`src/rtl/serial_port_config_consts.svh`:
```
// Offsets, field positions, reset values and timing counts of the serial port configuration bank.
// Assumes inclusion by bare name from rtl/ and verif/ files.
`ifndef SERIAL_PORT_CONFIG_CONSTS_SVH
`define SERIAL_PORT_CONFIG_CONSTS_SVH
`define SPC_ADDR_W 10
`define SPC_OFS_SETUP 10'h000
`define SPC_OFS_VARIANT 10'h003
`define SPC_OFS_READBACK 10'h004
`define SPC_OFS_TAG_LO 10'h005
`define SPC_OFS_TAG_HI 10'h006
`define SPC_BIT_SEP_OUT 7
`define SPC_BIT_LSB_FIRST 6
`define SPC_BIT_SOFT_RST 5
`define SPC_BIT_BANK_SEL 0
`define SPC_SETUP_RST 8'h00
`define SPC_READBACK_RST 8'h00
`define SPC_TAG_RST 8'h00
`define SPC_VARIANT_DEF 8'h5a
`define SPC_RELOAD_CYC 4'h4
`endif

```
`src/rtl/serial_port_config_pkg.sv`:
```
// Types shared by the serial port configuration bank.
// Assumes the consts header sits beside it.
package serial_port_config_pkg;
	// Soft reset sequencer states, one-hot
	typedef enum logic [2:0]
	{
		SR_IDLE = 3'b001,
		SR_LOAD = 3'b010,
		SR_DONE = 3'b100
	} soft_reset_e;
	// Reload source chosen at soft reset
	typedef enum logic
	{
		SRC_DEFAULTS = 1'b0,
		SRC_EEPROM = 1'b1
	} reload_src_e;
endpackage

```
`src/rtl/soft_reset_seq.sv`:
```
// Soft reset sequencer: holds the reload request for a fixed number of cycles.
// Assumes a single clock and synchronous active high reset.
`timescale 1ns/10ps
`include "serial_port_config_consts.svh"
module soft_reset_seq
	import serial_port_config_pkg::*;
#(
	parameter logic [3:0] LOAD_CYC = `SPC_RELOAD_CYC
)
(
	input wire logic mclk_in,
	input wire logic rst_in,
	input wire logic start_in,
	output logic busy_out,
	output logic done_out
);
	// All state in one struct
	typedef struct packed
	{
		soft_reset_e st;
		logic [3:0] cnt;
	} seq_s;
	seq_s s_q;
	seq_s s_d;
	// Next state
	always_comb
	begin
		s_d = s_q;
		unique case (s_q.st)
			SR_IDLE:
			begin
				// Start the load window
				if (start_in)
				begin
					s_d.st = SR_LOAD;
					s_d.cnt = LOAD_CYC;
				end
			end
			SR_LOAD:
			begin
				// Count down the load window
				if (s_q.cnt == 4'h1)
					s_d.st = SR_DONE;
				else
					s_d.cnt = s_q.cnt - 4'h1;
			end
			SR_DONE:
				s_d.st = SR_IDLE;
			default:
				s_d.st = SR_IDLE;
		endcase
	end
	// Register state
	always_ff @(posedge mclk_in)
	begin
		if (rst_in)
		begin
			s_q.st <= SR_IDLE;
			s_q.cnt <= 4'h0;
		end
		else
			s_q <= s_d;
	end
	assign busy_out = (s_q.st != SR_IDLE);
	assign done_out = (s_q.st == SR_DONE);
	// Load window lasts exactly four cycles, the default count
	a_load_length: assert property (@(posedge mclk_in) disable iff (rst_in)
		(s_q.st == SR_IDLE && start_in) |=> (s_q.st == SR_LOAD)[*4] ##1 done_out)
		else $error("Soft reset load window wrong length");
endmodule

```
`src/rtl/serial_port_config_regs.sv`:
```
// Serial port configuration register bank: setup, variant id, readback select, customer tag.
// Assumes the serial framer turns transfers into one-cycle byte writes and combinational reads.
// How it works
// - Setup bit 7 picks separate output pin
// - Setup bit 6: LSB first, address increments
// - Bit order ignored in I2C mode
// - Soft reset self-clears, EEPROM pin reloads EEPROM
// - EEPROM pin low restores on-chip defaults
// - Read-only variant identifier at 0x003
// - Bank select bit chooses readback source
// - Customer tag bytes, writable, no effect
`timescale 1ns/10ps
`include "serial_port_config_consts.svh"
module serial_port_config_regs
	import serial_port_config_pkg::*;
#(
	parameter logic [7:0] VARIANT_ID = `SPC_VARIANT_DEF // Arbitrary value
)
(
	input wire logic mclk_in,
	input wire logic rst_in,
	input wire logic i2c_mode_in,
	input wire logic eeprom_pin_in,
	input wire logic [`SPC_ADDR_W-1:0] addr_in,
	input wire logic wr_en_in,
	input wire logic [7:0] wr_data_in,
	input wire logic [7:0] rd_active_in,
	output logic [7:0] rd_data_out,
	output logic separate_output_enable_out,
	output logic lsb_first_out,
	output logic addr_incr_out,
	output logic read_active_out,
	output logic reload_busy_out,
	output logic reload_eeprom_out,
	output logic reload_defaults_out,
	output logic [15:0] customer_tag_out
);
	// All state in one struct
	typedef struct packed
	{
		logic sep_out;
		logic lsb_first;
		logic soft_rst;
		logic bank_sel;
		logic [7:0] tag_lo;
		logic [7:0] tag_hi;
		reload_src_e src;
	} regs_s;
	regs_s r_q;
	regs_s r_d;
	logic seq_busy; // Reload window open
	logic seq_done; // Last cycle of reload
	// Rebuild the setup byte, mirrored in the low nibble
	function automatic logic [7:0] setup_byte(input logic sep, input logic lsb, input logic rst);
		setup_byte = {sep, lsb, rst, 1'b0, 1'b0, rst, lsb, sep};
	endfunction
	// Reload sequencer
	soft_reset_seq #(
		.LOAD_CYC(`SPC_RELOAD_CYC)
	) soft_reset_seq_i (
		.mclk_in(mclk_in),
		.rst_in(rst_in),
		.start_in(r_q.soft_rst && !seq_busy),
		.busy_out(seq_busy),
		.done_out(seq_done)
	);
	// Next register values
	always_comb
	begin
		r_d = r_q;
		// Start of reload latches source from pin
		if (r_q.soft_rst && !seq_busy)
			r_d.src = eeprom_pin_in ? SRC_EEPROM : SRC_DEFAULTS;
		if (seq_done)
		begin
			// Self-clear; defaults restored in both cases here, EEPROM then overwrites via bus
			r_d.sep_out = 1'b0;
			r_d.lsb_first = 1'b0;
			r_d.soft_rst = 1'b0;
			r_d.bank_sel = 1'b0;
			r_d.tag_lo = `SPC_TAG_RST;
			r_d.tag_hi = `SPC_TAG_RST;
		end
		else if (wr_en_in && !seq_busy)
		begin
			// Writes are refused while reloading
			unique case (addr_in)
				`SPC_OFS_SETUP:
				begin
					// Only upper nibble decoded, host mirrors low nibble
					r_d.sep_out = wr_data_in[`SPC_BIT_SEP_OUT];
					r_d.lsb_first = wr_data_in[`SPC_BIT_LSB_FIRST];
					r_d.soft_rst = wr_data_in[`SPC_BIT_SOFT_RST];
				end
				`SPC_OFS_READBACK:
					r_d.bank_sel = wr_data_in[`SPC_BIT_BANK_SEL];
				`SPC_OFS_TAG_LO:
					r_d.tag_lo = wr_data_in;
				`SPC_OFS_TAG_HI:
					r_d.tag_hi = wr_data_in;
				default:
				begin
					// Variant id and others: write ignored
				end
			endcase
		end
	end
	// Register all state
	always_ff @(posedge mclk_in)
	begin
		if (rst_in)
		begin
			r_q.sep_out <= 1'b0;
			r_q.lsb_first <= 1'b0;
			r_q.soft_rst <= 1'b0;
			r_q.bank_sel <= 1'b0;
			r_q.tag_lo <= `SPC_TAG_RST;
			r_q.tag_hi <= `SPC_TAG_RST;
			r_q.src <= SRC_DEFAULTS;
		end
		else
			r_q <= r_d;
	end
	// Readback mux; bank select picks active copy for unmapped addresses, else zero
	always_comb
	begin
		rd_data_out = 8'h00;
		unique case (addr_in)
			`SPC_OFS_SETUP:
				rd_data_out = setup_byte(r_q.sep_out, r_q.lsb_first, r_q.soft_rst);
			`SPC_OFS_VARIANT:
				rd_data_out = VARIANT_ID;
			`SPC_OFS_READBACK:
				rd_data_out = {7'h00, r_q.bank_sel};
			`SPC_OFS_TAG_LO:
				rd_data_out = r_q.tag_lo;
			`SPC_OFS_TAG_HI:
				rd_data_out = r_q.tag_hi;
			default:
				rd_data_out = r_q.bank_sel ? rd_active_in : 8'h00;
		endcase
	end
	// Mode outputs; I2C forces MSB first and decrement
	assign separate_output_enable_out = r_q.sep_out;
	assign lsb_first_out = r_q.lsb_first && !i2c_mode_in;
	assign addr_incr_out = r_q.lsb_first && !i2c_mode_in;
	assign read_active_out = r_q.bank_sel;
	assign reload_busy_out = seq_busy;
	assign reload_eeprom_out = seq_done && (r_q.src == SRC_EEPROM);
	assign reload_defaults_out = seq_done && (r_q.src == SRC_DEFAULTS);
	assign customer_tag_out = {r_q.tag_hi, r_q.tag_lo};

	// Bit order must be masked in I2C framing, not merely unused
	a_i2c_order: assert property (@(posedge mclk_in) disable iff (rst_in)
		i2c_mode_in |-> !lsb_first_out && !addr_incr_out)
		else $error("Bit order active in I2C mode");

	// Identifier byte never moves, whatever was written to it
	a_variant_read: assert property (@(posedge mclk_in) disable iff (rst_in)
		(addr_in == `SPC_OFS_VARIANT) |-> rd_data_out == VARIANT_ID)
		else $error("Variant id wrong");

	// Host polls this bit, so it must drop within eight cycles of rising
	a_soft_selfclr: assert property (@(posedge mclk_in) disable iff (rst_in)
		$rose(r_q.soft_rst) |-> ##[1:8] !r_q.soft_rst)
		else $error("Soft reset did not clear");

	// Done cycle is the one that clears the request bit
	a_soft_done: assert property (@(posedge mclk_in) disable iff (rst_in)
		seq_done |=> !r_q.soft_rst)
		else $error("Soft reset bit kept after reload");

	// Start edge, four load edges, then the pulse is seen on the fifth
	a_src_eeprom: assert property (@(posedge mclk_in) disable iff (rst_in)
		(r_q.soft_rst && !seq_busy && eeprom_pin_in) |-> ##5 reload_eeprom_out)
		else $error("EEPROM reload missing");

	// Same timing with the source pin low
	a_src_default: assert property (@(posedge mclk_in) disable iff (rst_in)
		(r_q.soft_rst && !seq_busy && !eeprom_pin_in) |-> ##5 reload_defaults_out)
		else $error("Default reload missing");

	// Reload leaves every stored field except the latched source at its reset value
	a_reload_clear: assert property (@(posedge mclk_in) disable iff (rst_in)
		(reload_eeprom_out || reload_defaults_out) |=> (customer_tag_out == 16'h0000
			&& !separate_output_enable_out && !r_q.lsb_first && !read_active_out))
		else $error("Registers not restored by reload");

	// Unused setup bit 4 and its mirror bit 3 read as zero
	a_setup_unused: assert property (@(posedge mclk_in) disable iff (rst_in)
		(addr_in == `SPC_OFS_SETUP) |-> rd_data_out[4:3] == 2'b00)
		else $error("Unused setup bits not zero");

	// Only bit 0 of the bank select byte exists
	a_bank_unused: assert property (@(posedge mclk_in) disable iff (rst_in)
		(addr_in == `SPC_OFS_READBACK) |-> rd_data_out[7:1] == 7'h00)
		else $error("Unused bits not zero");

	// Writes land only outside the reload window
	a_sep_write: assert property (@(posedge mclk_in) disable iff (rst_in)
		(wr_en_in && !seq_busy && !seq_done && addr_in == `SPC_OFS_SETUP)
		|=> separate_output_enable_out == $past(wr_data_in[7]))
		else $error("Pin mode not written");

	// Bit order field follows the written byte
	a_lsb_write: assert property (@(posedge mclk_in) disable iff (rst_in)
		(wr_en_in && !seq_busy && addr_in == `SPC_OFS_SETUP)
		|=> r_q.lsb_first == $past(wr_data_in[6]))
		else $error("Bit order not written");

	// Bank select follows the written byte
	a_bank_write: assert property (@(posedge mclk_in) disable iff (rst_in)
		(wr_en_in && !seq_busy && addr_in == `SPC_OFS_READBACK)
		|=> read_active_out == $past(wr_data_in[0]))
		else $error("Bank select not written");

	// Tag high byte is a plain store
	a_tag_write: assert property (@(posedge mclk_in) disable iff (rst_in)
		(wr_en_in && !seq_busy && !seq_done && addr_in == `SPC_OFS_TAG_HI)
		|=> customer_tag_out[15:8] == $past(wr_data_in))
		else $error("Tag high not written");

	// Tag low byte is a plain store too
	a_tag_lo_write: assert property (@(posedge mclk_in) disable iff (rst_in)
		(wr_en_in && !seq_busy && addr_in == `SPC_OFS_TAG_LO)
		|=> customer_tag_out[7:0] == $past(wr_data_in))
		else $error("Tag low not written");

	// Main scenarios the bench is expected to reach
	c_eeprom_reload: cover property (@(posedge mclk_in) reload_eeprom_out);
	c_default_reload: cover property (@(posedge mclk_in) reload_defaults_out);
	c_lsb_mode: cover property (@(posedge mclk_in) addr_incr_out);
	c_active_read: cover property (@(posedge mclk_in) read_active_out && addr_in == 10'h100);
	c_i2c_masked: cover property (@(posedge mclk_in) i2c_mode_in && r_q.lsb_first);
endmodule

```
`config.mk`:
```
export PLATFORM = sky130hd
export DESIGN_NAME = serial_port_config_regs
export DESIGN_NICKNAME = d
export VERILOG_FILES = /design/src/rtl/serial_port_config_pkg.sv /design/src/rtl/soft_reset_seq.sv /design/src/rtl/serial_port_config_regs.sv
export VERILOG_INCLUDE_DIRS = /design/src /design/src/rtl
export SDC_FILE = /design/constraint.sdc
export NUM_CORES = 1
export LEC_CHECK = 0
export ABC_CLOCK_PERIOD_IN_PS = 1860
export BUFFER_PORTS_ARGS = -buffer_cell sky130_fd_sc_hd__buf_2
export CAP_MARGIN = 10
export CORE_ASPECT_RATIO = 0.7
export CORE_UTILIZATION = 45
export CTS_BUF_LIST = sky130_fd_sc_hd__clkbuf_16
export DETAILED_ROUTE_END_ITERATION = 12
export HOLD_SLACK_MARGIN = 0.06
export PLACE_DENSITY = 0.88
export SLEW_MARGIN = 40
export SYNTH_ARGS = -nofsm -noshare
export SYNTH_HDL_FRONTEND = slang
export SYNTH_SLANG_ARGS = --single-unit
```
`constraint.sdc`:
```
create_clock -name mclk_in -period 1.86 [get_ports mclk_in]
set_input_delay 0.372 -clock mclk_in [delete_from_list [all_inputs] [get_ports mclk_in]]
set_output_delay 0.372 -clock mclk_in [all_outputs]
set_load 0.02 [all_outputs]
```
==> results.py, run 1 <==
metrics = {
    "final_layout": {
        "layout_common_cells": "buf_2, dfxtp_1, buf_4",
        "drive_gt1_share_pct": 46.7,
        "final_cell_area_sq_mm": 0.00243,
        "layout_commonest_cell": "buf_2",
        "fin_util_pct": 67.4,
        "final_cells": 307,
        "diodes": 0,
        "nNetsFinal": 291,
        "syn_to_final_growth_pct": 40.9,
    },
    "clocking": {
        "path_clk_slew_ns": 0.07,
        "clk_latency_ns": 0.27,
        "clk_path_buf_depth": 2,
        "cts_tree": "yes",
        "numCtsBuffers": 3,
        "cts_root_buffer": "clkbuf_16",
        "htree_levels": 1,
        "cts_setup_buffers": 0,
        "clock-sinks": 28,
    },
    "worst_setup_path": {
        "cp_max_fo": 2,
        "critical_path_class": "reg -> out",
        "worstPathRequired_ns": 1.49,
        "arrival_ns": 1.70,
        "critPathLaunchType": "flop",
        "reg2reg_from": "soft_reset_seq_i.s_q[1]",
        "startpoint": "r_q[19]",
        "end_kind": "output port",
    },
    "floorplan": {
        "core.rowCount": 18,
        "die_area_sq_mm": 0.00409,
        "start_util_pct": 47.8,
        "io-pin-count": 62,
        "fp.dieH_um": 53.8,
        "die_width_um": 76.0,
        "core-area_sq_mm": 0.00360,
    },
    "placement": {
        "gp_congestion": 0.830,
        "place_hpwl_um": 3360,
        "pre_cts_slack_ns": -0.134,
        "place_area_sq_mm": 0.00216,
        "port_buffers": 61,
        "place_inst": 304,
    },
    "detailed_routing": {
        "wl_per_cell_um": 17.2,
        "vias_per_cell": 5.56,
        "vias": 1707,
        "route.detailed.drc": 0,
        "wirelength_um": 5280,
        "drtPass1Iterations": 4,
        "final_antenna_net_count": 0,
        "drt_iter0_markers": 81,
    },
    "timing": {
        "setup_viol": 8,
        "hold-worst-slack_ns": 0.357,
        "finClkSkew_ns": 0.00371,
        "hold_viol": 0,
        "slew_headroom_pct": 70.8,
        "setup_ws_ns": -0.214,
        "tightest_slew_ns": 0.437,
        "period_share_pct": 112,
        "fin_setup_tns_ns": -0.763,
        "fin_crit_ns": 2.07,
        "drv_slew": 0,
        "grt_setup_unrepaired": "yes",
        "max_freq_mhz": 482,
    },
    "global_routing": {
        "grt_pass1_wl_um": 7380,
        "grt_pass1_vias": 1605,
        "grt_usage_pct": 23.1,
        "grt-ovfl-total": 0,
        "antenna_found_initial": 0,
        "grt_max_degree": 21,
    },
    "hold_path": {
        "holdCritPathClass": "in -> reg",
        "hp-start": "wr_data_in[1]",
    },
    "yosys": {
        "postSynthAreaPerCell_sq_um": 8.93,
        "synth_seq_cells": 28,
        "syn_area_sq_mm": 0.00172,
        "synthDistinctLibCells": 44,
        "async_flop_share_pct": 0,
        "synth_top_flop_cell": "dfxtp_1",
        "synth_edf_count": 0,
        "synthCells": 193,
        "syn_nets": 226,
        "ys_seq_area_share_pct": 32.5,
        "yosysWarnings": 0,
    },
    "power": {
        "p_per_area_mw_per_mm2": 520,
        "p_leak_nw": 1.15,
        "peakVddDrop_mv": 0.529,
        "power_mw": 1.26,
    },
    "run_status": {
        "violations": "setup timing",
        "status": "finished, violations left",
    },
    "flow_run": {
        "drv_cap": 0,
    },
}
[where the power goes]
group / leakage (nW) / switching, mW / total [mW] / internal [mW]
combinational: 0.887 / 0.0853 / 0.159 / 0.0733
sequential: 0.226 / 0.000170 / 0.599 / 0.599
clock: 0.0385 / 0.216 / 0.505 / 0.289
[worst max-delay path: stages (launching register included)]
cell	delay (ns)
dfxtp_1	0.34
or3b_4	0.39
a2111oi_4	0.32
a21oi_1	0.10
o2bb2ai_2	0.14
buf_4	0.15
[synthesized netlist by cell type (all sizes together), types with 2 or more instances]
cell | instances | area [sq um]
nand4 | 3 | 31.3
or3b | 2 | 20.0
inv | 4 | 15.0
nor3 | 2 | 21.3
a21o | 3 | 22.5
nor3b | 6 | 56.3
or4 | 2 | 18.8
dfxtp | 28 | 561
a22oi | 2 | 15.0
nor4b | 3 | 26.3
o21a | 2 | 15.0
nand2 | 7 | 26.3
clkbuf | 5 | 18.8
o21ai | 4 | 20.0
a31oi | 4 | 25.0
nor2 | 25 | 93.8
mux2i | 21 | 210
nor2b | 6 | 37.5
ha | 2 | 25.0
buf | 21 | 154
a22o | 2 | 17.5
a21oi | 9 | 45.0
or2 | 2 | 12.5
o2bb2ai | 8 | 70.1
and2 | 2 | 12.5
nand3 | 7 | 35.0
[registers in the layout, summed over array words and instances, names as in the netlist]
register	flops
separate_output_enable_out	1
customer_tag_out	16
read_active_out	1
r_q	3
soft_reset_seq_i.s_q	7
[cell type report]
class | count | area (sq um)
Tap cell | 50 | 62.6
Timing Repair Buffer | 86 | 578
Clock inverter | 1 | 3.75
Inverter | 4 | 15.0
Sequential cell | 28 | 563
Clock buffer | 3 | 75.1
Multi-Input combinational cell | 135 | 1130
Fill cell | 274 | 1170
[per-layer routing]
metal,vias up,share of wire (%),track usage (%)
li1,806,-,-
met1,795,43,28.8
met2,86,47,40.9
met3,20,6.8,4.58
met4,0,3.1,8.65
met5,-,0,0
[final timing paths]
| check | to | slack, ns | cells past startpoint |
|---|---|---|---|
| max | rd_data_out[6] | -0.21 | 5 |
| min | customer_tag_out[1] | 0.36 | 3 |
| max reg2reg | soft_reset_seq_i.s_q[3] | 0.18 | 6 |
| min reg2reg | r_q[0] | 0.48 | 2 |
[timing repair]
item	in CTS	in global routing
pin swaps	5	4
resized for setup	22	20
hold buffers	0	0
setup endpoints to repair	8	8
[cells by family (layout without fill, tap and decap cells)]
logic type               Yosys count  count (layout)  synth area share [%]
AND/OR/NAND/NOR                   73              73                  25.5
multiplexers                      22              22                  12.8
buffers and inverters             30              94                  10.9
adder cells (fa/ha/maj)            2               2                  1.45
flip-flops                        28              28                  32.5
AO/OA/AOI/OAI                     37              37                  16.3
XOR/XNOR                           1               1                 0.508
No activity file was read; power rests on OpenSTA's default activity.
==> run 2, diff against run 1 <==
--- a/config.mk
+++ b/config.mk
@@ -8,3 +8,3 @@
 export LEC_CHECK = 0
-export ABC_CLOCK_PERIOD_IN_PS = 1860
+export ABC_CLOCK_PERIOD_IN_PS = 1710
 export BUFFER_PORTS_ARGS = -buffer_cell sky130_fd_sc_hd__buf_2
==> constraint.sdc (replaced) <==
create_clock -name mclk_in -period 1.71 [get_ports mclk_in]
set_input_delay 0.0855 -clock mclk_in [delete_from_list [all_inputs] [get_ports mclk_in]]
set_output_delay 0.0855 -clock mclk_in [all_outputs]
set_load 0.02 [all_outputs]
==> results.py, run 2 (synthesis results as in run 1) <==
metrics = {
    "clocking": {
        "numCtsBuffers": 3,
        "cts_root_buffer": "clkbuf_16",
        "htree_levels": 1,
        "clock-sinks": 28,
        "clk_latency_ns": 0.26,
        "cts_tree": "yes",
        "path_clk_slew_ns": 0.06,
        "clk_path_buf_depth": 2,
    },
    "timing": {
        "fin_crit_ns": 1.75,
        "setup_viol": 2,
        "tightest_slew_ns": 0.532,
        "finClkSkew_ns": 0.00263,
        "grt_setup_unrepaired": "yes",
        "period_share_pct": 103,
        "hold_viol": 0,
        "slew_headroom_pct": 64.5,
        "setup_ws_ns": -0.0430,
        "max_freq_mhz": 570,
        "drv_slew": 0,
    },
    "floorplan": {
        "core-area_sq_mm": 0.00360,
        "die_area_sq_mm": 0.00409,
        "core.rowCount": 18,
        "fp.dieH_um": 53.8,
        "io-pin-count": 62,
        "start_util_pct": 47.8,
        "die_width_um": 76.0,
    },
    "detailed_routing": {
        "route.detailed.drc": 0,
        "vias_per_cell": 5.48,
        "wl_per_cell_um": 14.2,
        "wirelength_um": 4070,
        "vias": 1574,
        "final_antenna_net_count": 0,
        "drtPass1Iterations": 4,
        "drt_iter0_markers": 35,
    },
    "worst_setup_path": {
        "cp_max_fo": 2,
        "critPathLaunchType": "flop",
        "reg2reg_from": "soft_reset_seq_i.s_q[1]",
        "cpPeakStageDelay_ns": 0.38,
        "reg2reg_slack_ns": 0.08,
        "end_kind": "output port",
        "timing.rr.end": "soft_reset_seq_i.s_q[3]",
        "worstPathRequired_ns": 1.62,
        "arrival_ns": 1.67,
        "cp_slowest_cell": "or3b_4",
        "path_delay_family": "compound AO/OA/AOI/OAI gates",
        "crit_buf_inv": 1,
        "critical_path_class": "reg -> out",
        "worstPathCellList": "or3b_4 -> a2111oi_4 -> a21oi_1 -> o2bb2ai_1 -> buf_4",
        "rr_worst_depth": 6,
    },
    "placement": {
        "gp_congestion": 0.800,
        "place_inst": 283,
        "pre_cts_slack_ns": 0.0705,
        "port_buffers": 61,
        "place_hpwl_um": 3000,
    },
    "final_layout": {
        "diodes": 0,
        "syn_to_final_growth_pct": 20.5,
        "layout_commonest_cell": "buf_2",
        "layout_common_cells": "buf_2, nor2_1, dfxtp_1",
        "fillers": 327,
        "largest_reg_flops": 16,
        "ff_latch_area_sq_um": 567,
        "final_cells": 287,
        "multi_input_area_sq_um": 997,
        "nNetsFinal": 272,
        "drive_gt1_share_pct": 38.4,
    },
    "power": {
        "peakVddDrop_mv": 0.421,
        "p_per_area_mw_per_mm2": 620,
        "p_leak_nw": 1.00,
    },
    "run_status": {
        "status": "finished, violations left",
        "violations": "setup timing",
    },
    "global_routing": {
        "grt_pass1_wl_um": 6470,
        "antenna_found_initial": 0,
        "grt_max_degree": 21,
        "grt-ovfl-total": 0,
        "grt_usage_pct": 20.5,
        "grt_pass1_vias": 1425,
    },
    "hold_path": {
        "hold_path_depth": 3,
        "hp-start": "wr_data_in[4]",
        "hold_end": "customer_tag_out[4]",
        "holdCritPathClass": "in -> reg",
    },
    "flow_run": {
        "drv_cap": 0,
    },
}
## run 2: changes by cell type in the layout (fill, tap and decap cells not counted), sizes merged
cell    before  now
buf         86   67
clkinv       1    0
## run 2: metrics by stage
step / hold slack (ns) / total power, mW / area [sq um] / utilization (%) / TNS (ns)
global route: 0.0841 / 1.33 / 2080 / 57.6 / -0.199
detailed placement: 0.345 / 0.782 / 1960 / 54.3 / 0
floorplan: 0.152 / 0.723 / 1720 / - / 0
CTS: 0.0740 / 1.29 / 2060 / 57.2 / -0.0609
global placement: 0.331 / 0.779 / 1960 / 54.3 / 0
finish: 0.0770 / 1.29 / 2080 / 57.6 / -0.0808
## run 2: what timing repair did
| action | CTS | global route |
|---|---|---|
| endpoints found under the setup margin | 4 | 5 |
| hold buffers | 0 | 0 |
| pin swaps | 3 | 1 |
| resized for setup | 9 | 5 |
| setup buffers | 1 | 0 |
## run 2: worst min-delay path: stages
cell	delay [ns]
buf_2	0.09
mux2i_1	0.06
nor2_1	0.07
## run 2: cell type report
class | count | area share, %
clock buffers | 3 | 3.61
repair buffers | 67 | 17.3
multi-input cells | 135 | 48.0
flip-flops and latches | 28 | 27.3
well taps | 50 | 3.01
inverters | 4 | 0.723
## run 2: how the worst max path moves through the flow
| stage | from | endpoint | cells past startpoint |
|---|---|---|---|
| 2_1_floorplan | r_q[19] | rd_data_out[1] | 4 |
| 3_3_place_gp | soft_reset_seq_i.s_q[1] | soft_reset_seq_i.s_q[3] | 6 |
| 3_5_place_dp | soft_reset_seq_i.s_q[1] | soft_reset_seq_i.s_q[3] | 6 |
| 4_1_cts | r_q[19] | rd_data_out[6] | 5 |
| 5_1_grt | r_q[19] | rd_data_out[6] | 5 |
| 6_report | r_q[19] | rd_data_out[6] | 5 |
## run 2: layer usage
layer | up-vias | GRT usage, % | share of wire, %
li1 | 773 | - | -
met5 | - | 0 | 0
met2 | 61 | 32.3 | 42
met1 | 738 | 27.7 | 50
met3 | 2 | 5.25 | 6.7
met4 | 0 | 7.05 | 0.66
## run 2: where the power goes
| part | switching, mW | internal, mW |
|---|---|---|
| registers | 0.000179 | 0.650 |
| logic | 0.0709 | 0.0472 |
| clock network | 0.209 | 0.310 |
| total | 0.280 | 1.01 |
